<file path="src/vic_pkg.sv">
// Package of constants and types for the vectored interrupt and reset-cause block
package vic_pkg;
	// ************************************************************
	// Sizes
	// ************************************************************
	localparam int VIC_NUM_SRC = 15;
	localparam int VIC_VEC_W = 13;
	localparam int VIC_IDX_W = 4;
	localparam int VIC_DATA_W = 8;

	// ************************************************************
	// Register offsets on the plain register port
	// ************************************************************
	localparam logic [3:0] VIC_OFS_FLAG_A = 4'h0;
	localparam logic [3:0] VIC_OFS_FLAG_B = 4'h1;
	localparam logic [3:0] VIC_OFS_FLAG_C = 4'h2;
	localparam logic [3:0] VIC_OFS_MASK_A = 4'h3;
	localparam logic [3:0] VIC_OFS_MASK_B = 4'h4;
	localparam logic [3:0] VIC_OFS_CAUSE = 4'h5;
	localparam logic [3:0] VIC_OFS_CTRL = 4'h6;

	// ************************************************************
	// Field positions and reset values
	// ************************************************************
	localparam int VIC_CAUSE_TIMEOUT_BIT = 1;
	localparam int VIC_CAUSE_PWRDN_BIT = 0;
	localparam int VIC_CTRL_GIE_BIT = 0;
	localparam logic [14:0] VIC_FLAG_RST = 15'h0000;
	localparam logic [14:0] VIC_MASK_RST = 15'h0000;

	// ************************************************************
	// Source indices, priority order (0 highest)
	// ************************************************************
	localparam int VIC_SRC_WDOG = 0;
	localparam int VIC_SRC_INT0 = 1;
	localparam int VIC_SRC_TCC = 2;
	localparam int VIC_SRC_INT1 = 3;
	localparam int VIC_SRC_TBASE = 4;
	localparam int VIC_SRC_UTX = 5;
	localparam int VIC_SRC_URX = 6;
	localparam int VIC_SRC_UERR = 7;
	localparam int VIC_SRC_TC3 = 8;
	localparam int VIC_SRC_SPI = 9;
	localparam int VIC_SRC_TC4 = 10;
	localparam int VIC_SRC_INT3 = 11;
	localparam int VIC_SRC_AD = 12;
	localparam int VIC_SRC_TC2 = 13;
	localparam int VIC_SRC_INT5 = 14;

	// Vector table indexed by source, reset at address zero
	localparam logic [12:0] VIC_VEC_RESET = 13'h0000;
	localparam logic [15*13-1:0] VIC_VEC_TABLE = {
		13'h0036, 13'h0033, 13'h0030, 13'h002A, 13'h0027,
		13'h0024, 13'h0021, 13'h001B, 13'h0018, 13'h0015,
		13'h0012, 13'h000F, 13'h0009, 13'h0006, 13'h0003};

	// ************************************************************
	// Types
	// ************************************************************
	typedef enum logic [1:0] {VIC_ST_RUN, VIC_ST_SLEEP, VIC_ST_IDLE} vic_mode_e;

	// Single-cycle instruction strobes from the core
	typedef struct packed {
		logic dog_clear_instr;
		logic sleep_instr;
		logic global_irq_on_instr;
		logic global_irq_off_instr;
		logic irq_return_instr;
	} vic_instr_s;

	// Vector request to the core
	typedef struct packed {
		logic valid;
		logic [3:0] source;
		logic [12:0] address;
	} vic_vec_s;
endpackage : vic_pkg

</file>
<file path="src/vic_core.sv">
// Vectored interrupt controller with timeout and power-down cause bits
// Notes on behaviour
// - Power-on reset sets timeout and power-down cause bits to one.
// - Pin reset leaves both cause bits unchanged in any mode.
// - Watchdog timeout clears timeout cause bit, keeps power-down bit.
// - Watchdog-clear instruction sets both cause bits to one.
// - Sleep instruction sets timeout bit, clears power-down bit.
// - Wake-up from sleep changes neither cause bit.
// - Fifteen sources, each with fixed vector; watchdog 0003, last 0036.
// - Fixed priority from watchdog highest to external pin five lowest.
// - A source interrupts only with global enable and its mask bit set.
// - Enable instruction sets global enable; disable instruction clears it.
// - Taken interrupt makes core fetch next from that source's vector.
// - Each source request is latched in its own flag bit.
// - Flags set on event regardless of mask and global enable.
// - Return instruction restores counter from stack and sets global enable.
// - UART flags for transmit empty, receive full, error raise requests.
//
// The placing of the registers and the strobed register port are this design's own decisions.
`timescale 1ns/100ps
`default_nettype none
module vic_core #(
	parameter int NUM_SRC = vic_pkg::VIC_NUM_SRC
) (
	// Clock and reset
	input wire logic clock,
	input wire logic reset_n,
	// Reset kinds and wake events
	input wire logic power_on_reset,
	input wire logic pin_reset,
	input wire logic watchdog_timeout,
	input wire logic wake_event,
	// Core instruction strobes
	input wire vic_pkg::vic_instr_s instr,
	input wire logic irq_taken,
	// Source event pulses, one per source in priority order
	input wire logic [vic_pkg::VIC_NUM_SRC-1:0] src_event,
	// Register port
	input wire logic [3:0] reg_addr,
	input wire logic [7:0] reg_wdata,
	input wire logic reg_write,
	input wire logic reg_read,
	output logic [7:0] reg_rdata,
	// To the core
	output vic_pkg::vic_vec_s vector,
	output logic irq,
	output logic timeout_cause,
	output logic pwrdn_cause,
	output logic asleep
);
	import vic_pkg::*;

	// ************************************************************
	// State
	// ************************************************************
	logic [14:0] irq_flags;
	logic [14:0] irq_masks;
	logic global_en;
	logic cause_t;
	logic cause_p;
	vic_mode_e mode;
	logic [7:0] rdata_q;

	// ************************************************************
	// Helpers
	// ************************************************************
	// Lowest set index wins, so index order is the priority order
	function automatic logic [3:0] pick_first(input logic [14:0] req);
		logic [3:0] idx;
		idx = 4'hF;
		for (int i = VIC_NUM_SRC - 1; i >= 0; i--) begin
			if (req[i]) begin
				idx = 4'(i);
			end
		end
		return idx;
	endfunction : pick_first

	function automatic logic [12:0] vec_of(input logic [3:0] idx);
		return VIC_VEC_TABLE[idx*VIC_VEC_W +: VIC_VEC_W];
	endfunction : vec_of

	// ************************************************************
	// Register decode
	// Flag layout: a = bits 0..4, b = bits 5..9, c = bits 10..14
	// ************************************************************
	wire wr_flag_a = reg_write && reg_addr == VIC_OFS_FLAG_A;
	wire wr_flag_b = reg_write && reg_addr == VIC_OFS_FLAG_B;
	wire wr_flag_c = reg_write && reg_addr == VIC_OFS_FLAG_C;
	wire wr_mask_a = reg_write && reg_addr == VIC_OFS_MASK_A;
	wire wr_mask_b = reg_write && reg_addr == VIC_OFS_MASK_B;
	wire wr_ctrl = reg_write && reg_addr == VIC_OFS_CTRL;
	// Writing a one clears a flag; any event in the same cycle still wins
	wire [14:0] flag_clear = {wr_flag_c ? reg_wdata[4:0] : 5'h00,
		wr_flag_b ? reg_wdata[4:0] : 5'h00,
		wr_flag_a ? reg_wdata[4:0] : 5'h00};
	wire [14:0] next_flags = (irq_flags & ~flag_clear) | src_event;

	// ************************************************************
	// Selection: pending and enabled sources
	// ************************************************************
	wire [14:0] pending = irq_flags & irq_masks;
	wire any_pending = |pending;
	wire [3:0] win_idx = pick_first(pending);
	assign irq = global_en && any_pending;
	assign vector.valid = irq;
	assign vector.source = win_idx;
	assign vector.address = any_pending ? vec_of(win_idx) : VIC_VEC_RESET;
	assign timeout_cause = cause_t;
	assign pwrdn_cause = cause_p;
	assign asleep = mode != VIC_ST_RUN;
	assign reg_rdata = rdata_q;

	// ************************************************************
	// Read mux, answered one cycle after the strobe
	// ************************************************************
	logic [7:0] rd_mux;
	always_comb begin
		case (reg_addr)
			VIC_OFS_FLAG_A: rd_mux = {3'h0, irq_flags[4:0]};
			VIC_OFS_FLAG_B: rd_mux = {3'h0, irq_flags[9:5]};
			VIC_OFS_FLAG_C: rd_mux = {3'h0, irq_flags[14:10]};
			VIC_OFS_MASK_A: rd_mux = irq_masks[7:0];
			VIC_OFS_MASK_B: rd_mux = {1'b0, irq_masks[14:8]};
			VIC_OFS_CAUSE: rd_mux = {6'h00, cause_t, cause_p};
			VIC_OFS_CTRL: rd_mux = {7'h00, global_en};
			default: rd_mux = 8'h00;
		endcase
	end

	always_ff @(posedge clock or negedge reset_n) begin
		if (!reset_n) begin
			rdata_q <= 8'h00;
		end else begin
			rdata_q <= reg_read ? rd_mux : 8'h00;
		end
	end

	// ************************************************************
	// Flags and masks
	// ************************************************************
	// Flags reset only on power-on or pin reset, not on watchdog timeout; a written one also clears a flag
	always_ff @(posedge clock or negedge reset_n) begin
		if (!reset_n) begin
			irq_flags <= VIC_FLAG_RST;
		end else if (power_on_reset || pin_reset) begin
			irq_flags <= VIC_FLAG_RST;
		end else begin
			irq_flags <= next_flags;
		end
	end

	always_ff @(posedge clock or negedge reset_n) begin
		if (!reset_n) begin
			irq_masks <= VIC_MASK_RST;
		end else if (power_on_reset || pin_reset || watchdog_timeout) begin
			irq_masks <= VIC_MASK_RST;
		end else if (wr_mask_a) begin
			irq_masks[7:0] <= reg_wdata;
		end else if (wr_mask_b) begin
			irq_masks[14:8] <= reg_wdata[6:0];
		end
	end

	// ************************************************************
	// Global enable: taking clears, on/return set, off clears, register write loads bit 0
	// ************************************************************
	always_ff @(posedge clock or negedge reset_n) begin
		if (!reset_n) begin
			global_en <= 1'b0;
		end else if (power_on_reset || pin_reset || watchdog_timeout) begin
			global_en <= 1'b0;
		end else if (irq_taken) begin
			global_en <= 1'b0;
		end else if (instr.global_irq_on_instr || instr.irq_return_instr) begin
			global_en <= 1'b1;
		end else if (instr.global_irq_off_instr) begin
			global_en <= 1'b0;
		end else if (wr_ctrl) begin
			global_en <= reg_wdata[VIC_CTRL_GIE_BIT];
		end
	end

	// ************************************************************
	// Cause bits; power-on has priority, pin reset and wake hold
	// ************************************************************
	always_ff @(posedge clock or negedge reset_n) begin
		if (!reset_n) begin
			cause_t <= 1'b1;
			cause_p <= 1'b1;
		end else if (power_on_reset) begin
			cause_t <= 1'b1;
			cause_p <= 1'b1;
		end else if (pin_reset) begin
			cause_t <= cause_t;
			cause_p <= cause_p;
		end else if (watchdog_timeout) begin
			cause_t <= 1'b0;
		end else if (instr.dog_clear_instr) begin
			cause_t <= 1'b1;
			cause_p <= 1'b1;
		end else if (instr.sleep_instr) begin
			cause_t <= 1'b1;
			cause_p <= 1'b0;
		end
	end

	// ************************************************************
	// Sleep tracking; wake leaves the cause bits alone
	// ************************************************************
	always_ff @(posedge clock or negedge reset_n) begin
		if (!reset_n) begin
			mode <= VIC_ST_RUN;
		end else begin
			case (mode)
				VIC_ST_RUN: begin
					if (instr.sleep_instr && !power_on_reset && !pin_reset) begin
						mode <= VIC_ST_SLEEP;
					end
				end
				VIC_ST_SLEEP, VIC_ST_IDLE: begin
					if (wake_event || pin_reset || power_on_reset || watchdog_timeout) begin
						mode <= VIC_ST_RUN;
					end
				end
				default: mode <= VIC_ST_RUN;
			endcase
		end
	end
endmodule : vic_core
`default_nettype wire

</file>
<file path="config.mk">
export PLATFORM = sky130hd
export DESIGN_NAME = vic_core
export DESIGN_NICKNAME = d
export VERILOG_FILES = /design/src/vic_pkg.sv /design/src/vic_core.sv
export SDC_FILE = /design/constraint.sdc
export NUM_CORES = 1
export LEC_CHECK = 0
export BUFFER_PORTS_ARGS = -buffer_cell sky130_fd_sc_hd__buf_2
export CAP_MARGIN = 20
export CORE_MARGIN = 2
export CORE_UTILIZATION = 47
export DETAILED_ROUTE_END_ITERATION = 8
export PLACE_DENSITY_LB_ADDON = 0.05
export SYNTH_ARGS = -nofsm -noshare
export SYNTH_HDL_FRONTEND = slang
export SYNTH_SLANG_ARGS = --single-unit
</file>
<file path="constraint.sdc">
create_clock -name clock -period 2.3 [get_ports clock]
set_input_delay 0.345 -clock clock [delete_from_list [all_inputs] [get_ports clock]]
set_output_delay 0.345 -clock clock [all_outputs]
set_load 0.1 [all_outputs]
</file>
# After elaboration in Yosys (flattened, before gate mapping)
# Cells that the tools add are included.
# classes
reduce_logical	31
mul	1
bitwise	4
eq_ne	13
muxes	44
shifts	1
# op_table
op	count
$shiftx 195x9->13 const A	1
$pmux 8 s7	1
$mux 4	8
$and 15x15->15	2
$mux 15	2
$mux 1	16
$mux 8	2
$mux 5	3
$not 15->15	1
$or 15x15->15	1
$reduce_or 15->1	1
$mux 7	2
$mux 13	1
$eq 4x3->1 const B	3
$mux 3	4
$logic_and 1x1->1	9
$eq 4x2->1 const B	2
$mul 4x4->8 const B	1
$mux 2	4
$ne 2x2->1 const B	4
$logic_or 1x1->1	6
$reduce_and 2->1	3
$reduce_bool 2->1	3
$reduce_bool 5->1	1
12 further kinds	13
# totals
in_bits	41
register_bits	43
wordCells	102

# Logic depth before layout (Yosys ltp)
# depth
word_depth	19
ltp_mapped	10
ltp_nobuf	10

# Worst setup path after synthesis
# No wires, ideal clock.
# synth_timing
path_kind	register -> output
from	register irq_masks[6]
to	output vector[0] (netlist name)
stages_incl_launch_ff	11
path_slack_ns	-3.151
arrival_ns	5.106
n_path_buf	0
cell_sequence	dfrtp_1 > a22o_4 > a21oi_1 > o21ai_0 > a31oi_1 > ha_1 > inv_1 > o211a_1 > a22oi_1 > o211ai_1 > a21oi_1
# synth_lines
element	line_no	text
from (decl)	vic_core.sv:57	logic [14:0] irq_masks;
from (signal assigned)	vic_core.sv:159	irq_masks[7:0] <= reg_wdata;
to (decl)	vic_core.sv:45	output vic_pkg::vic_vec_s vector,

==> key figures <==
Detailed routing
  – Vias: 2736
  – DR pass1 iterations: 6
  – Vias per cell: 5.70
  – Final WL: 8650 um
  – DR DRC count: 0
  – Final ANT Viol Nets: 0
  – Per-cell routed wire length: 18.0 um
  – Initial drt markers: 227

Synthesis
  – Post-synth EDFFs: 0
  – Cell count after synthesis: 284
  – Largest cells by area after synthesis: dfrtp_1, a21oi_1, nand2_1
  – Post-synth cell types: 55
  – Synth Register Bits: 42
  – Top-area cell type share of the netlist area: 0.402
  – Cell Area, Synth: 0.00249 sq mm
  – Sequential-to-total area share from yosys stat: 0.423
  – Top post-synthesis cells by count: nand2_1, a21oi_1, dfrtp_1
  – Top cell type by total area after synthesis: dfrtp_1
  – Post-synth top flop: dfrtp_1
  – Mean Syn Cell Area: 8.77 sq um
  – Synth Warn #: 0
  – Asr flop ratio synth: 1.00
  – Top-count cell post-synth: nand2_1

Pwr
  – Leakage power: 1.72 nW
  – PD cells: 401 mW/mm^2
  – Reg power frac: 0.506
  – Tot Pwr: 1.53 mW
  – VDD IR max: 0.368 mV
  – Switching power: 0.472 mW
  – Comb pwr share: 0.179
  – Clock Power Share: 0.315
  – Sw frac: 0.309
  – P_int: 1.05 mW

Hold path
  – Hold WC Path Type: in -> async

Timing
  – Setup ws final: -0.620 ns
  – Final setup violation count: 10
  – Rel. slew slack: 0.373
  – RSZ-0062 raised after global routing: true
  – Fin crit share: 1.27
  – Clock Skew: 0.00824 ns
  – Max Clk Rate: 342 MHz
  – Worst slew pin tran: 0.941 ns
  – Minimum clock period: 2.92 ns
  – Hold Vio Cnt, Final: 0
  – Max-slew violations: 0

Cells and area
  – Layout area overhead: 52.9%
  – Share of cells above drive strength 1: 0.439
  – Final Util: 0.745
  – Number of diodes: 0
  – Design area: 0.00381 sq mm
  – Multi-input logic area: 0.00151 sq mm
  – Total Nets Final: 455
  – Fill count: 406
  – Register area: 0.00105 sq mm

Placement
  – Post-placement cell area: 0.00347 sq mm
  – GP Congestion: 0.894
  – HPWL after DPL: 6060 um
  – Count of input and output buffers: 63

Clocking
  – CTS H-tree depth: 2
  – CTS tree: done
  – Clock Tree Buf Depth: 2
  – Sink Count: 42
  – Clock-pin slew on the worst setup and hold paths: 0.09 ns
  – Worst-Skew Late Latency: 0.30 ns
  – TritonCTS buffer count: 5
  – Root Buffer: clkbuf_8

GRT
  – Tot GR Track Use: 0.300
  – First-pass GRT wire length: 13900 um
  – Global-route met3 utilization: 0.0506
  – GR peak layer: met2
  – Largest net degree at the start of global routing: 43
  – Met2 Usage GRT: 0.485
  – Total gr overflow: 0
  – Vias in the first global route: 2662
  – Initial antenna violation count: 0
  – Grt met1 use: 0.402

Floorplan
  – Die X: 76.8 um
  – IO Pins: 71
  – Core ar.: 0.00511 sq mm
  – Chip Height: 76.8 um
  – DIE AREA: 0.00590 sq mm
  – Row count: 26
  – Initial core utilization: 0.488

Critical path
  – Critical path type: reg -> out
  – CP Capture Type: output port
  – CP required: 1.96 ns
  – Critical Path Start Type: flip-flop
  – CP Data Arrival Time: 2.57 ns
  – CP max FO: 3

Status
  – Failing checks: setup timing
  – Status: finished, violations left

Job
  – Max cap viols: 0
## kinds of logic (layout without fill, tap and decap cells)
group,Yosys count,count (layout),synth area share
AO/OA/AOI/OAI,89,89,0.248
AND/OR/NAND/NOR,119,119,0.236
buffers and inverters,24,144,0.0507
flip-flops,42,42,0.423
adder cells (fa/ha/maj),5,5,0.0251
multiplexers,4,4,0.0161
other,1,7,0.00151
## layer usage
metal,up-vias,wire [um]
met5,-,0
met4,0,211
met3,21,668
met2,157,4150
met1,1289,3620
li1,1269,-
## power groups by stage
stage	Sequential [mW]	Combinational [mW]	Clock, mW
3_5_place_dp	0.786	0.264	0
4_1_cts	0.771	0.268	0.492
3_3_place_gp	0.785	0.262	0
6_report	0.772	0.272	0.481
5_1_grt	0.775	0.290	0.523
2_1_floorplan	0.810	0.132	0
## worst max-delay path: stages (launching register included)
cell	delay, ns
dfrtp_1	0.40
a22oi_2	0.22
a21bo_2	0.27
a221oi_4	0.32
o21bai_4	0.14
buf_4	0.16
ha_2	0.20
nor2_1	0.12
nor2_1	0.06
a21oi_2	0.19
buf_12	0.20
## state kept, by name, summed over array words and instances, names as in the netlist
register,count
irq_flags,15
irq_masks,15
reg_rdata,8
global_en,1
mode,1
pwrdn_cause,1
timeout_cause,1
## placed cells by master, fill, tap and decap left out, types with 3 or more instances in the layout
| cell | n |
|---|---|
| a21oi_1 | 36 |
| a21oi_2 | 3 |
| a222oi_1 | 6 |
| a22o_1 | 4 |
| a22oi_1 | 6 |
| a22oi_2 | 5 |
| and2_1 | 5 |
| buf_12 | 13 |
| buf_2 | 51 |
| buf_4 | 61 |
| buf_6 | 7 |
| clkbuf_8 | 5 |
| conb_1 | 7 |
| dfrtp_1 | 40 |
| mux2i_1 | 4 |
| nand2_1 | 44 |
| nand3_1 | 16 |
| nor2_1 | 29 |
## final timing paths
path,to,slack [ns],start,depth (start not counted)
max,vector[0],-0.62,irq_masks[9]$_DFFE_PN0P_,10
min,global_en$_DFFE_PN0P_,0.18,reset_n,1
min in group clock,global_en$_DFFE_PN0P_,0.20,irq_taken,2
max in group asynchronous,irq_masks[7]$_DFFE_PN0P_,1.53,reset_n,1
max reg2reg,reg_rdata[0]$_DFF_PN0_,0.91,irq_flags[5]$_DFF_PN0_,7
min reg2reg,mode[0]$_DFFE_PN0P_,0.55,mode[0]$_DFFE_PN0P_,2
## metrics by stage
step / instances / hold slack [ns] / setup WS (ns) / setup TNS [ns]
4_1_cts: 474 / 0.195 / -0.586 / -2.70
5_1_grt: 480 / 0.189 / -0.741 / -4.16
3_5_place_dp: 460 / 0.520 / -0.390 / -1.33
2_1_floorplan: 290 / 0.0494 / -2.16 / -11.25
3_3_place_gp: 460 / 0.511 / -0.302 / -1.10
6_report: 480 / 0.180 / -0.620 / -3.32
## repair_timing
action / CTS / global route
endpoints found under the setup margin: 10 / 12
gates cloned: 0 / 0
gates resized for setup: 30 / 10
pin swaps: 11 / 13
hold buffers: 0 / 0
setup buffers: 6 / 6
## cell type report
| cell class | count | share of cell area |
|---|---|---|
| clock buffer | 7 | 0.0200 |
| clock inverter | 1 | 0.00197 |
| inverter | 4 | 0.00493 |
| multi-input combinational | 224 | 0.397 |
| sequential | 42 | 0.277 |
| tap | 70 | 0.0230 |
| timing repair buffer | 132 | 0.276 |
No activity file was read; power rests on OpenSTA's default activity.
